## src/ssw_pkg.sv

```systemverilog
package ssw_pkg;
    // ------------------------------------------------------------------
    // Timing constants
    // ------------------------------------------------------------------
    localparam longint CLK_FREQ_HZ = 250000000;
    localparam longint RESET_PULSE_MS = 200;
    localparam longint RESET_MIN_MS = 140;
    localparam longint WDOG_PERIOD_MS = 1600;
    localparam longint KICK_MIN_NS = 50;
    localparam longint RESET_PULSE_CYC = RESET_PULSE_MS * (CLK_FREQ_HZ / 1000);
    localparam longint WDOG_PERIOD_CYC = WDOG_PERIOD_MS * (CLK_FREQ_HZ / 1000);
    localparam longint KICK_MIN_CYC = (KICK_MIN_NS * 250 + 999) / 1000;
    localparam int CNT_W = 32;
    localparam logic [CNT_W-1:0] CNT_ZERO = 32'h0000_0000;
    localparam logic RESET_N_RST = 1'b0;
    localparam logic WDOG_N_RST = 1'b0;
    localparam logic AUX_N_RST = 1'b0;

    typedef enum logic [1:0] {
        SSW_RST_HOLD = 2'b00,
        SSW_RST_STRETCH = 2'b01,
        SSW_RST_RUN = 2'b10
    } ssw_rst_state_t;
endpackage : ssw_pkg

```

## src/ssw_supervisor.sv

```systemverilog
// Summary of operation
// - Hold reset while supply bad, release after 200ms.
// - Active-high reset is inverse of active-low reset.
// - Supply drop asserts reset immediately and holds.
// - Brownout during pulse continues at least 140ms.
// - Power-fail flag low while aux below trip.
// - Manual reset low triggers at least 140ms pulse.
// - No kick for 1.6s drives timeout low.
// - Timeout stays low until a kick edge, reset assertion or a floating kick input.
// - Floating kick input clears and stops watchdog.
// - Reset asserted clears and stops watchdog.
// - Any kick edge after reset starts countdown.
// - Each kick edge restarts full countdown.
// - Timeout low while supply bad, releases immediately.
// - Reset held 200ms after manual reset released.
module ssw_supervisor #(
    parameter logic [31:0] RESET_CYC = 32'(ssw_pkg::RESET_PULSE_CYC),
    parameter logic [31:0] WDOG_CYC = 32'(ssw_pkg::WDOG_PERIOD_CYC)
) (
    // Clock and reset
    input wire logic clk,
    input wire logic srst,
    // Analog front end levels
    input wire logic supply_good,
    input wire logic aux_below_trip,
    input wire logic kick_floating,
    // Pins
    input wire logic manual_reset_n,
    input wire logic watchdog_kick_in,
    output logic reset_n,
    output logic reset_p,
    output logic watchdog_timeout_n,
    output logic aux_fail_n
);
    import ssw_pkg::*;

    // ------------------------------------------------------------------
    // Input synchronisers
    // ------------------------------------------------------------------
    // Every external level passes two flops; edges are taken only from
    // the second stage and a third history flop.
    logic [4:0] sync1_reg, sync1_next;
    logic [4:0] sync2_reg, sync2_next;
    logic sup_ok, aux_low, kick_float, mr_low, kick_s;

    always_comb begin
        sync1_next = {supply_good, aux_below_trip, kick_floating,
                      manual_reset_n, watchdog_kick_in};
        sync2_next = sync1_reg;
    end

    always_ff @(posedge clk) begin
        if (srst) begin
            sync1_reg <= 5'h02;
            sync2_reg <= 5'h02;
        end else begin
            sync1_reg <= sync1_next;
            sync2_reg <= sync2_next;
        end
    end

    assign sup_ok = sync2_reg[4];
    assign aux_low = sync2_reg[3];
    assign kick_float = sync2_reg[2];
    assign mr_low = ~sync2_reg[1];
    assign kick_s = sync2_reg[0];

    // ------------------------------------------------------------------
    // Kick edge detector
    // ------------------------------------------------------------------
    // A 50 ns kick spans a dozen clocks, so any edge is seen. The history
    // flop resets to the synchroniser's own reset level, so no false edge
    // follows reset.
    logic kick_hist_reg, kick_hist_next;
    logic kick_edge;

    always_comb begin
        kick_hist_next = kick_s;
    end

    always_ff @(posedge clk) begin
        if (srst) begin
            kick_hist_reg <= 1'b0;
        end else begin
            kick_hist_reg <= kick_hist_next;
        end
    end

    assign kick_edge = kick_s ^ kick_hist_reg;

    // ------------------------------------------------------------------
    // Reset generator
    // ------------------------------------------------------------------
    // The stretch is a full 200 ms, which covers the 140 ms minimum and
    // rides out switch bounce: every low level restarts it.
    ssw_rst_state_t rst_state_reg, rst_state_next;
    logic [CNT_W-1:0] rst_cnt_reg, rst_cnt_next;
    logic reset_n_reg, reset_n_next;
    logic rst_req;
    logic stretch_done;

    // Either cause alone holds the state machine in its hold state.
    assign rst_req = !sup_ok || mr_low;

    // The last count of the stretch; the state moves on at this edge.
    assign stretch_done =
        (rst_cnt_reg >= RESET_CYC - 32'h0000_0001);

    // ------------------------------------------------------------------
    // Reset state
    // ------------------------------------------------------------------
    // Hold waits for every cause to clear, stretch times the pulse and
    // run leaves the processor free until the next request.
    always_comb begin
        rst_state_next = rst_state_reg;
        case (rst_state_reg)
            SSW_RST_HOLD: begin
                if (!rst_req) begin
                    rst_state_next = SSW_RST_STRETCH;
                end
            end
            SSW_RST_STRETCH: begin
                if (stretch_done) begin
                    rst_state_next = SSW_RST_RUN;
                end
            end
            SSW_RST_RUN: begin
                rst_state_next = SSW_RST_RUN;
            end
            default: begin
                rst_state_next = SSW_RST_HOLD;
            end
        endcase
        if (rst_req) begin
            rst_state_next = SSW_RST_HOLD;
        end
        reset_n_next = (rst_state_next == SSW_RST_RUN);
    end

    always_ff @(posedge clk) begin
        if (srst) begin
            rst_state_reg <= SSW_RST_HOLD;
            reset_n_reg <= RESET_N_RST;
        end else begin
            rst_state_reg <= rst_state_next;
            reset_n_reg <= reset_n_next;
        end
    end

    // ------------------------------------------------------------------
    // Reset stretch counter
    // ------------------------------------------------------------------
    // Cleared outside the stretch state, so a new request always restarts
    // the full interval instead of resuming a part-spent one.
    always_comb begin
        rst_cnt_next = CNT_ZERO;
        case (rst_state_reg)
            SSW_RST_HOLD: begin
                rst_cnt_next = CNT_ZERO;
            end
            SSW_RST_STRETCH: begin
                rst_cnt_next = rst_cnt_reg + 32'h0000_0001;
            end
            SSW_RST_RUN: begin
                rst_cnt_next = CNT_ZERO;
            end
            default: begin
                rst_cnt_next = CNT_ZERO;
            end
        endcase
        if (rst_req) begin
            rst_cnt_next = CNT_ZERO;
        end
    end

    always_ff @(posedge clk) begin
        if (srst) begin
            rst_cnt_reg <= CNT_ZERO;
        end else begin
            rst_cnt_reg <= rst_cnt_next;
        end
    end

    // ------------------------------------------------------------------
    // Watchdog counter
    // ------------------------------------------------------------------
    // Counting starts only at the first kick edge after reset, so an idle
    // processor held in reset never sees a spurious timeout.
    logic wd_run_reg, wd_run_next;
    logic [CNT_W-1:0] wd_cnt_reg, wd_cnt_next;
    logic wd_hold;
    logic wd_expire;

    // A floating kick pin parks the watchdog just as reset does.
    assign wd_hold = !reset_n_reg || kick_float;
    assign wd_expire = wd_run_reg &&
                       (wd_cnt_reg >= WDOG_CYC - 32'h0000_0001);

    always_comb begin
        wd_run_next = wd_run_reg;
        wd_cnt_next = wd_cnt_reg;
        if (wd_hold) begin
            wd_run_next = 1'b0;
            wd_cnt_next = CNT_ZERO;
        end else if (kick_edge) begin
            wd_run_next = 1'b1;
            wd_cnt_next = CNT_ZERO;
        end else if (wd_expire) begin
            wd_run_next = 1'b0;
        end else if (wd_run_reg) begin
            wd_cnt_next = wd_cnt_reg + 32'h0000_0001;
        end
    end

    always_ff @(posedge clk) begin
        if (srst) begin
            wd_run_reg <= 1'b0;
            wd_cnt_reg <= CNT_ZERO;
        end else begin
            wd_run_reg <= wd_run_next;
            wd_cnt_reg <= wd_cnt_next;
        end
    end

    // ------------------------------------------------------------------
    // Watchdog output
    // ------------------------------------------------------------------
    // There is no minimum pulse here: the output follows the supply at
    // once, unlike the stretched reset outputs.
    logic wd_out_n_reg, wd_out_n_next;

    always_comb begin
        wd_out_n_next = wd_out_n_reg;
        if (wd_hold) begin
            wd_out_n_next = 1'b1;
        end else if (kick_edge) begin
            wd_out_n_next = 1'b1;
        end else if (wd_expire) begin
            wd_out_n_next = 1'b0;
        end
        if (!sup_ok) begin
            wd_out_n_next = 1'b0;
        end
    end

    always_ff @(posedge clk) begin
        if (srst) begin
            wd_out_n_reg <= WDOG_N_RST;
        end else begin
            wd_out_n_reg <= wd_out_n_next;
        end
    end

    // ------------------------------------------------------------------
    // Reset outputs
    // ------------------------------------------------------------------
    // Both pins are taken from the same next value, so they switch on the
    // same edge and never disagree for a cycle.
    logic reset_p_reg, reset_p_next;

    always_comb begin
        reset_p_next = ~reset_n_next;
    end

    always_ff @(posedge clk) begin
        if (srst) begin
            reset_p_reg <= ~RESET_N_RST;
        end else begin
            reset_p_reg <= reset_p_next;
        end
    end

    // ------------------------------------------------------------------
    // Power-fail flag
    // ------------------------------------------------------------------
    // Driven from the aux comparator alone; the reset logic never gates
    // it, so it stays useful as an early warning.
    logic aux_fail_n_reg, aux_fail_n_next;

    always_comb begin
        aux_fail_n_next = ~aux_low;
    end

    always_ff @(posedge clk) begin
        if (srst) begin
            aux_fail_n_reg <= AUX_N_RST;
        end else begin
            aux_fail_n_reg <= aux_fail_n_next;
        end
    end

    // ------------------------------------------------------------------
    // Output pins
    // ------------------------------------------------------------------
    // Every pin comes straight from a flop.
    assign reset_n = reset_n_reg;
    assign reset_p = reset_p_reg;
    assign watchdog_timeout_n = wd_out_n_reg;
    assign aux_fail_n = aux_fail_n_reg;
endmodule : ssw_supervisor

```

## config.mk

```make
export PLATFORM = sky130hd
export DESIGN_NAME = ssw_supervisor
export DESIGN_NICKNAME = d
export VERILOG_FILES = /design/src/ssw_pkg.sv /design/src/ssw_supervisor.sv
export SDC_FILE = /design/constraint.sdc
export NUM_CORES = 1
export LEC_CHECK = 0
export BUFFER_PORTS_ARGS = -buffer_cell sky130_fd_sc_hd__buf_2
export CORE_ASPECT_RATIO = 1.25
export CORE_MARGIN = 4
export CORE_UTILIZATION = 55
export DETAILED_ROUTE_END_ITERATION = 10
export PLACE_DENSITY = 0.72
export SYNTH_ARGS = -nofsm -noshare
export SYNTH_HDL_FRONTEND = slang
export SYNTH_SLANG_ARGS = --single-unit
```

## constraint.sdc

```tcl
create_clock -name clk -period 2.1 [get_ports clk]
set_input_delay 0.315 -clock clk [delete_from_list [all_inputs] [get_ports clk]]
set_output_delay 0.315 -clock clk [all_outputs]
set_load 0.01 [all_outputs]
```

======== Word-level counts from Yosys, hierarchy flattened ========
Index checks and enable logic that the tools add are counted.
word-level totals
  word-level logic and storage cells ...... 44
  bits in registers ....................... 82
  output and inout bits ................... 4
operators by class
  bitwise logic cells ..................... 7
  add/sub/neg operators ................... 2
  reduce and logical (&&, ||, !) cells .... 13
  multiplexer cells ....................... 6
  order comparisons ....................... 2
  equality and inequality tests ........... 3
operators by type and width
  cell                                                                     count
  32-bit by 1-bit adder with 32-bit output, second input constant          2
  32-bit by 26-bit >= comparator with 1-bit output, second input constant  1
  32-bit by 29-bit >= comparator with 1-bit output, second input constant  1
  1-bit NOT                                                                6
  2-bit one-hot mux with 3 select lines                                    1
  3-bit OR reduction                                                       2
  2-bit == test, second input constant                                     2
  2-bit two-way mux                                                        2
  2-bit OR reduction                                                       2
  1-bit two-way mux                                                        3
  3-bit nonzero test                                                       1
  2-bit by 1-bit == test with 1-bit output, second input constant          1
  1-bit logical NOT                                                        2
  2-bit logical NOT                                                        1
  1-bit logical OR                                                         2
  2-bit AND reduction                                                      1
  2-bit nonzero test                                                       1
  1-bit logical AND                                                        1
  1-bit bitwise XOR                                                        1

======== Longest topological paths before layout ========
Gate-level depths: netlist of the first run.
  depth in word-level cells ............... 6
  depth in mapped cells ................... 9
  depth with buffers taken out ............ 7

======== Least setup slack after synthesis of the first run ========
OpenSTA, ideal clock, no wires.
  path kind ............................... register to register
  start ................................... reg wd_cnt_reg[0]
  end ..................................... reg wd_cnt_reg[25]
  slack ................................... -91 ps
  buffers on the path ..................... 1
  arrival time ............................ 2060 ps
  cell stages (with the launch flop) ...... 9
  library setup time ...................... 131 ps
  clock period less this slack ............ 2191 ps
  cells stage by stage .................... dfxtp_1 ha_1 and4_1 and3_1 o311a_4 buf_6 or2_4 o311ai_1 o41ai_1
between the ends
  word-level cells in the longest chain between the ends .. 4
  elaborated cells between the ends (all ways) .. 5
  those cells by class .................... add/sub: 1; order compare: 1; bitwise: 1; reduce/logical: 2
RTL lines
  what                                              RTL line               text
  from (decl)                                       ssw_supervisor.sv:190  logic [CNT_W-1:0] wd_cnt_reg, wd_cnt_next;
  from (signal assigned)                            ssw_supervisor.sv:221  wd_cnt_reg <= wd_cnt_next;
  32-bit by 29-bit >= comparator with 1-bit output  ssw_supervisor.sv:197  (wd_cnt_reg >= WDOG_CYC - 32'h0000_0001);
  1-bit logical AND                                 ssw_supervisor.sv:196  assign wd_expire = wd_run_reg &&
  1-bit NOT (no line)                               n/a
  2-bit AND reduction (no line)                     n/a
Parallel ways exist; a longest one is shown, timed or not.
A chain may end at the register's enable or synchronous reset.

======== Final worst setup path of the first run ========
  start ................................... reg wd_cnt_reg[0]
  end ..................................... reg wd_cnt_reg[21]
Same word-level chain as after synthesis.

==> impl_metrics.py, run 1 <==
metrics = {
    "yosys": {
        "synth_cells": 393,
        "syn_nets": 402,
        "synth-seq-cells": 82,
        "synthFlopType": "dfxtp_1",
        "ys_seq_area_share_pct": 45.6,
        "ys_warn_count": 0,
        "avgSynthCellArea_sq_um": 9.16,
        "synth_edf_count": 0,
        "synthArstFlopShare_pct": 0,
        "synth_area_sq_mm": 0.00360,
        "synth_cell_types": 50,
    },
    "timing": {
        "fin_setup_tns_ns": 0,
        "finClkSkew_ns": 0.0118,
        "hold_viol_final": 0,
        "fin_crit_sh_pct": 98.0,
        "layout_setup_ws_ns": 0.0412,
        "fmax_mhz": 486,
        "relSlewSlack_pct": 65.7,
        "period_minus_slack_ns": 2.06,
        "tightest_slew_ns": 0.510,
        "rsz0062_at_grt": "yes",
        "drv_slew": 0,
        "hold_slack_ns": 0.141,
        "finalSetupViolCount": 0,
    },
    "final_layout": {
        "stdcell_area_sq_mm": 0.00427,
        "multi_input_area_sq_mm": 0.00200,
        "fin_util_pct": 68.4,
        "regArea_sq_mm": 0.00165,
        "drive_gt1_share_pct": 20.2,
        "fillers": 515,
        "syn2layout_area_growth_pct": 18.7,
        "nets": 439,
        "diodes": 0,
    },
    "power": {
        "p_sw_share_pct": 21.8,
        "p_leak_nw": 1.41,
        "peakVddDrop_uv": 506,
        "combPwrFrac_pct": 0.9,
        "switching_power_mw": 0.607,
        "intPower_mw": 2.18,
        "p_seq_share_pct": 56.3,
        "clockPowerShare_pct": 42.7,
        "cellPowerDensity_mw_per_mm2": 652,
    },
    "floorplan": {
        "fp.dieH_microns": 98.4,
        "ioPinCount": 11,
        "std_cell_rows": 32,
        "initial_core_util_pct": 57.6,
        "die_x_microns": 80.3,
        "die_area_sq_mm": 0.00791,
        "core_area_sq_mm": 0.00625,
    },
    "clock_tree": {
        "clockBufferDepth": 2,
        "cts_made_buffers": 9,
        "clkSinkCount": 82,
        "h-tree-depth": 3,
        "ctsRootBufferMaster": "clkbuf_8",
        "cts_tree": "yes",
        "clock_latency_ns": 0.36,
        "path_clk_slew_ns": 0.08,
    },
    "setup_path": {
        "crit_chain": "ha_4, and4_1, and3_4, o311a_4, nor4b_4, buf_6, a31oi_1, a41o_1",
        "end_kind": "flop",
        "required_ns": 2.35,
        "critPathKind": "reg -> reg",
        "max_stage_delay_ns": 0.39,
        "path_delay_family": "compound AO/OA/AOI/OAI gates",
        "worst-path-buf-inv": 1,
        "arrival_ns": 2.31,
        "crit_path_top_delay_cell": "o311a_4",
        "startpoint_type": "flop",
        "critical_path.max_fanout": 7,
    },
    "drt": {
        "viasPerCell": 5.39,
        "drt_wl_total_microns": 6990,
        "via_count": 2805,
        "wire_per_inst_microns": 13.4,
        "drtAntennaViolNets": 0,
        "dr.pass1.iters": 4,
        "drt-initial-drc-count": 111,
        "drc_errors": 0,
    },
    "place": {
        "hpwl_microns": 4840,
        "dpl_cell_area_sq_mm": 0.00391,
        "post-place-ws_ns": -0.0499,
        "port_buffers": 10,
        "gp_congestion": 0.825,
    },
    "grt": {
        "overflow": 0,
        "grtUsageTotal_pct": 18.9,
        "grt_pass1_wl_microns": 11900,
        "grt_max_degree": 28,
        "antenna_found_initial": 0,
        "first_global_vias": 2750,
    },
    "job": {
        "cap_viol_max_count": 0,
    },
    "run_status": {
        "outcome": "completed",
    },
    "worst_hold_path": {
        "hp-class": "in -> reg",
    },
}
-- repair_timing --
item                       CTS  global route
pin swaps                    0             6
setup endpoints to repair    1            22
buffers inserted             0             1
gates resized for setup      1            25
hold buffers                 0             0
-- metrics by stage --
stage          power [mW]  cells
5_1_grt              2.88    520
3_3_place_gp         1.63    503
2_1_floorplan        1.62    393
6_report             2.78    520
4_1_cts              2.83    519
3_5_place_dp         1.63    503
-- Yosys cell counts, types with 2 or more instances --
master / instances / share of area [%]
a21o_1: 2 / 0.42
a41o_1: 2 / 0.56
xnor2_1: 33 / 8.0
ha_1: 2 / 0.70
nand2_1: 30 / 3.1
dfxtp_1: 82 / 46
nor2b_1: 9 / 1.6
buf_1: 2 / 0.21
nand4b_1: 2 / 0.49
nor2_1: 69 / 7.2
a21boi_0: 2 / 0.42
and3_1: 14 / 2.4
nand2b_1: 3 / 0.52
a31oi_1: 3 / 0.52
buf_6: 2 / 0.63
or2_2: 3 / 0.52
nor3_1: 9 / 1.3
nand4_1: 9 / 1.6
inv_1: 5 / 0.52
nand3b_1: 4 / 0.83
or4_1: 2 / 0.42
and2_1: 3 / 0.52
and4_1: 8 / 1.9
xor2_1: 19 / 4.6
nor3_2: 4 / 1.1
clkbuf_1: 6 / 0.63
nor4_1: 9 / 1.6
nand3_1: 23 / 3.2
nor3b_1: 4 / 0.83
a21oi_1: 8 / 1.1
-- cell families (layout without fill, tap and decap cells) --
logic type	count (synthesis)	after routing	share of synthesized area [%]
AO/OA/AOI/OAI	29	29	6.92
XOR/XNOR	52	52	12.7
adder cells (fa/ha/maj)	2	2	0.695
buffers and inverters	17	59	2.54
flip-flops	82	82	45.6
multiplexers	1	1	0.278
AND/OR/NAND/NOR	210	210	31.3
-- layout make-up --
cell class                      instances  share of cell area [%]
Multi-Input combinational cell        294                    46.8
Sequential cell                        82                    38.5
Timing Repair Buffer                   38                    6.82
Clock buffer                           10                    3.22
Tap cell                               85                    2.49
Clock inverter                          6                    1.70
Inverter                                5                   0.439
-- layout by cell type (no fill, tap or decap), drive strengths merged, types with 3 or more instances in the layout --
cell type / synthesis / final
xnor2: 33 / 33
dfxtp: 82 / 82
and3: 14 / 14
nand2: 30 / 30
clkbuf: 6 / 10
nor4: 10 / 10
nand3b: 4 / 4
xor2: 19 / 19
inv: 5 / 8
nor2b: 9 / 9
buf: 6 / 38
a31oi: 3 / 3
or2: 4 / 4
or4: 3 / 3
and2: 3 / 3
nand4: 9 / 9
nor3b: 4 / 4
nand3: 23 / 23
and4: 8 / 8
o311ai: 3 / 3
nor3: 13 / 13
nand2b: 3 / 3
nor2: 69 / 69
a21oi: 8 / 8
-- power by group through the flow --
stage | logic [mW] | clock network (mW) | registers (mW)
global placement | 0.0254 | 0 | 1.61
global route | 0.0292 | 1.28 | 1.57
CTS | 0.0264 | 1.23 | 1.57
finish | 0.0258 | 1.19 | 1.57
floorplan | 0.0135 | 0 | 1.61
detailed placement | 0.0261 | 0 | 1.61
-- path summary, 6_finish.rpt --
| check | cells after the start | slack, ns | endpoint | start |
|---|---|---|---|---|
| setup / recovery | 8 | 0.04 | wd_cnt_reg[21]$_SDFFE_PP0P_ | wd_cnt_reg[0]$_SDFFE_PP0P_ |
| hold / removal | 2 | 0.14 | sync1_reg[1]$_SDFF_PP1_ | manual_reset_n |
| setup reg to reg | 8 | 0.04 | wd_cnt_reg[21]$_SDFFE_PP0P_ | wd_cnt_reg[0]$_SDFFE_PP0P_ |
| hold reg to reg | 1 | 0.39 | aux_fail_n$_SDFF_PP0_ | sync2_reg[3]$_SDFF_PP0_ |
-- worst register-to-register path, delay by kind of cell (launching register included) --
kind | cells | cell delay (ns)
AO/OA/AOI/OAI | 3 | 0.68
AND/OR/NAND/NOR | 3 | 0.62
flip-flops | 1 | 0.34
buffers and inverters | 1 | 0.17
adder cells (fa/ha/maj) | 1 | 0.15
-- routing by layer --
metal | global-route usage [%] | wire [microns]
met1 | 20.5 | 2900
met3 | 5.21 | 137
met4 | 7.54 | 137
met5 | 0 | 0
met2 | 33.9 | 3820
Note: power is estimated with default switching activity, not from simulation.
==> run 2: changes to the inputs <==
MAX_ROUTING_LAYER = met4   (was default)
==> run 2 against run 1 <==
Utilization is the same. Critical path type unchanged. Worst setup slack gained 0.0011 ns. Highest routed layer unchanged. First-iteration DRC count shrank 0.90%. Clock power is essentially flat. Sequential share of layout area is the same.
==> impl_metrics.py, run 2 (synthesis gave the netlist of run 1 again) <==
metrics = {
    "floorplan": {
        "die_x_microns": 80.3,
        "std_cell_rows": 32,
        "die_area_sq_mm": 0.00791,
        "core_area_sq_mm": 0.00625,
        "fp.dieH_microns": 98.4,
        "initial_core_util_pct": 57.6,
        "ioPinCount": 11,
    },
    "timing": {
        "layout_setup_ws_ns": 0.0423,
        "finalSetupViolCount": 0,
        "hold_viol_final": 0,
        "hold_slack_ns": 0.145,
        "fin_crit_sh_pct": 98.0,
        "fin_setup_tns_ns": 0,
        "drv_slew": 0,
        "relSlewSlack_pct": 65.7,
        "finClkSkew_ns": 0.0124,
        "tightest_slew_ns": 0.510,
        "rsz0062_at_grt": "yes",
        "period_minus_slack_ns": 2.06,
        "fmax_mhz": 486,
    },
    "worst_hold_path": {
        "hp-class": "in -> reg",
        "hold_end": "sync1_reg[1]$_SDFF_PP1_",
        "min_from": "manual_reset_n",
        "holdPathStages": 2,
    },
    "grt": {
        "grtUsageTotal_pct": 19.3,
        "first_global_vias": 2754,
        "grt_pass1_wl_microns": 11900,
        "antenna_found_initial": 0,
        "overflow": 0,
        "grt_max_degree": 28,
    },
    "clock_tree": {
        "cts_made_buffers": 9,
        "clockBufferDepth": 2,
        "clkSinkCount": 82,
        "h-tree-depth": 3,
        "cts_tree": "yes",
        "ctsRootBufferMaster": "clkbuf_8",
        "postCtsHoldBufs": 0,
        "clock_latency_ns": 0.35,
        "path_clk_slew_ns": 0.08,
    },
    "drt": {
        "wire_per_inst_microns": 13.4,
        "dr.pass1.iters": 4,
        "viasPerCell": 5.37,
        "drt_wl_total_microns": 6970,
        "drt-initial-drc-count": 110,
        "drc_errors": 0,
        "drtAntennaViolNets": 0,
        "via_count": 2794,
    },
    "place": {
        "gp_congestion": 0.838,
        "port_buffers": 10,
        "post-place-cells": 503,
        "post-place-ws_ns": -0.0499,
        "hpwl_microns": 4840,
    },
    "final_layout": {
        "fillers": 515,
        "layout_commonest_cell": "dfxtp_1",
        "finalNonFillerCells": 520,
        "drive_gt1_share_pct": 20.2,
        "final_cell_mix": "dfxtp_1 (78), nor2_1 (69), xnor2_1 (33), nand2_1 (30)",
        "fin_util_pct": 68.4,
        "nets": 439,
        "syn2layout_area_growth_pct": 18.7,
        "diodes": 0,
    },
    "power": {
        "peakVddDrop_uv": 503,
        "p_leak_nw": 1.41,
        "p_seq_share_pct": 56.4,
        "intPower_mw": 2.18,
        "clockPowerShare_pct": 42.7,
        "cellPowerDensity_mw_per_mm2": 651,
        "switching_power_mw": 0.605,
        "p_sw_share_pct": 21.8,
        "combPwrFrac_pct": 0.9,
    },
    "setup_path": {
        "required_ns": 2.35,
        "rr_worst_depth": 8,
        "critPathKind": "reg -> reg",
        "startpoint_type": "flop",
        "r2r_slack_ns": 0.04,
        "arrival_ns": 2.31,
        "critical_path.max_fanout": 7,
        "end_kind": "flop",
        "reg2reg_to": "wd_cnt_reg[21]$_SDFFE_PP0P_",
        "rr_startpoint": "wd_cnt_reg[0]$_SDFFE_PP0P_",
    },
    "run_status": {
        "outcome": "completed",
    },
    "job": {
        "cap_viol_max_count": 0,
    },
}
==> run 2: worst max-delay path by stage <==
stage	start	endpoint	slack [ns]	cells after the start
3_3_place_gp	wd_cnt_reg[0]$_SDFFE_PP0P_	wd_cnt_reg[7]$_SDFFE_PP0P_	0.04	8
2_1_floorplan	wd_cnt_reg[0]$_SDFFE_PP0P_	wd_cnt_reg[25]$_SDFFE_PP0P_	0.007	8
5_1_grt	wd_cnt_reg[0]$_SDFFE_PP0P_	wd_cnt_reg[21]$_SDFFE_PP0P_	-0.02	8
4_1_cts	wd_cnt_reg[0]$_SDFFE_PP0P_	wd_cnt_reg[18]$_SDFFE_PP0P_	0.008	8
3_5_place_dp	wd_cnt_reg[0]$_SDFFE_PP0P_	wd_cnt_reg[7]$_SDFFE_PP0P_	-0.05	8
6_report	wd_cnt_reg[0]$_SDFFE_PP0P_	wd_cnt_reg[21]$_SDFFE_PP0P_	0.04	8
==> run 2: power by group through the flow <==
stage	registers, mW	logic (mW)	clock network, mW
2_1_floorplan	1.61	0.0135	0
6_report	1.57	0.0258	1.19
3_5_place_dp	1.61	0.0261	0
4_1_cts	1.57	0.0264	1.23
5_1_grt	1.57	0.0292	1.28
3_3_place_gp	1.61	0.0254	0
==> run 2: through the flow <==
stage               power [mW]  area (sq um)
floorplan                 1.62          3610
global placement          1.63          3910
detailed placement        1.63          3910
CTS                       2.83          4120
global route              2.88          4270
finish                    2.78          4270
==> run 2: repair_timing <==
item | 4_1_cts | 5_1_grt
gates resized for setup | 1 | 25
endpoints found under the setup margin | 1 | 22
buffers inserted | 0 | 1
pin swaps | 0 | 6
==> run 2: layout make-up <==
class                      instances  area [sq um]  area share [%]
multi-input combinational        294          2000            46.8
clock buffer                      10           138            3.22
tap                               85           106            2.49
sequential                        82          1650            38.5
timing repair buffer              38           292            6.82
inverter                           5          18.8           0.439
clock inverter                     6          72.6            1.70
==> run 2: per-layer routing <==
layer	vias to the layer above	part of all wire, %	wire length (microns)	track usage, %
met2	22	55	3830	33.9
met5	-	0	0	-
met4	0	1.8	123	9.49
met3	11	1.5	103	3.29
met1	1331	42	2920	20.6
li1	1430	-	-	-
==> run 2: worst max-delay path, cell delays in order (launching register included) <==
cell and delay (ns):
dfxtp_2 0.34, ha_4 0.15, and4_1 0.20, and3_4 0.19, o311a_4 0.39, nor4b_4 0.23
buf_6 0.17, a31oi_1 0.09, a41o_1 0.20
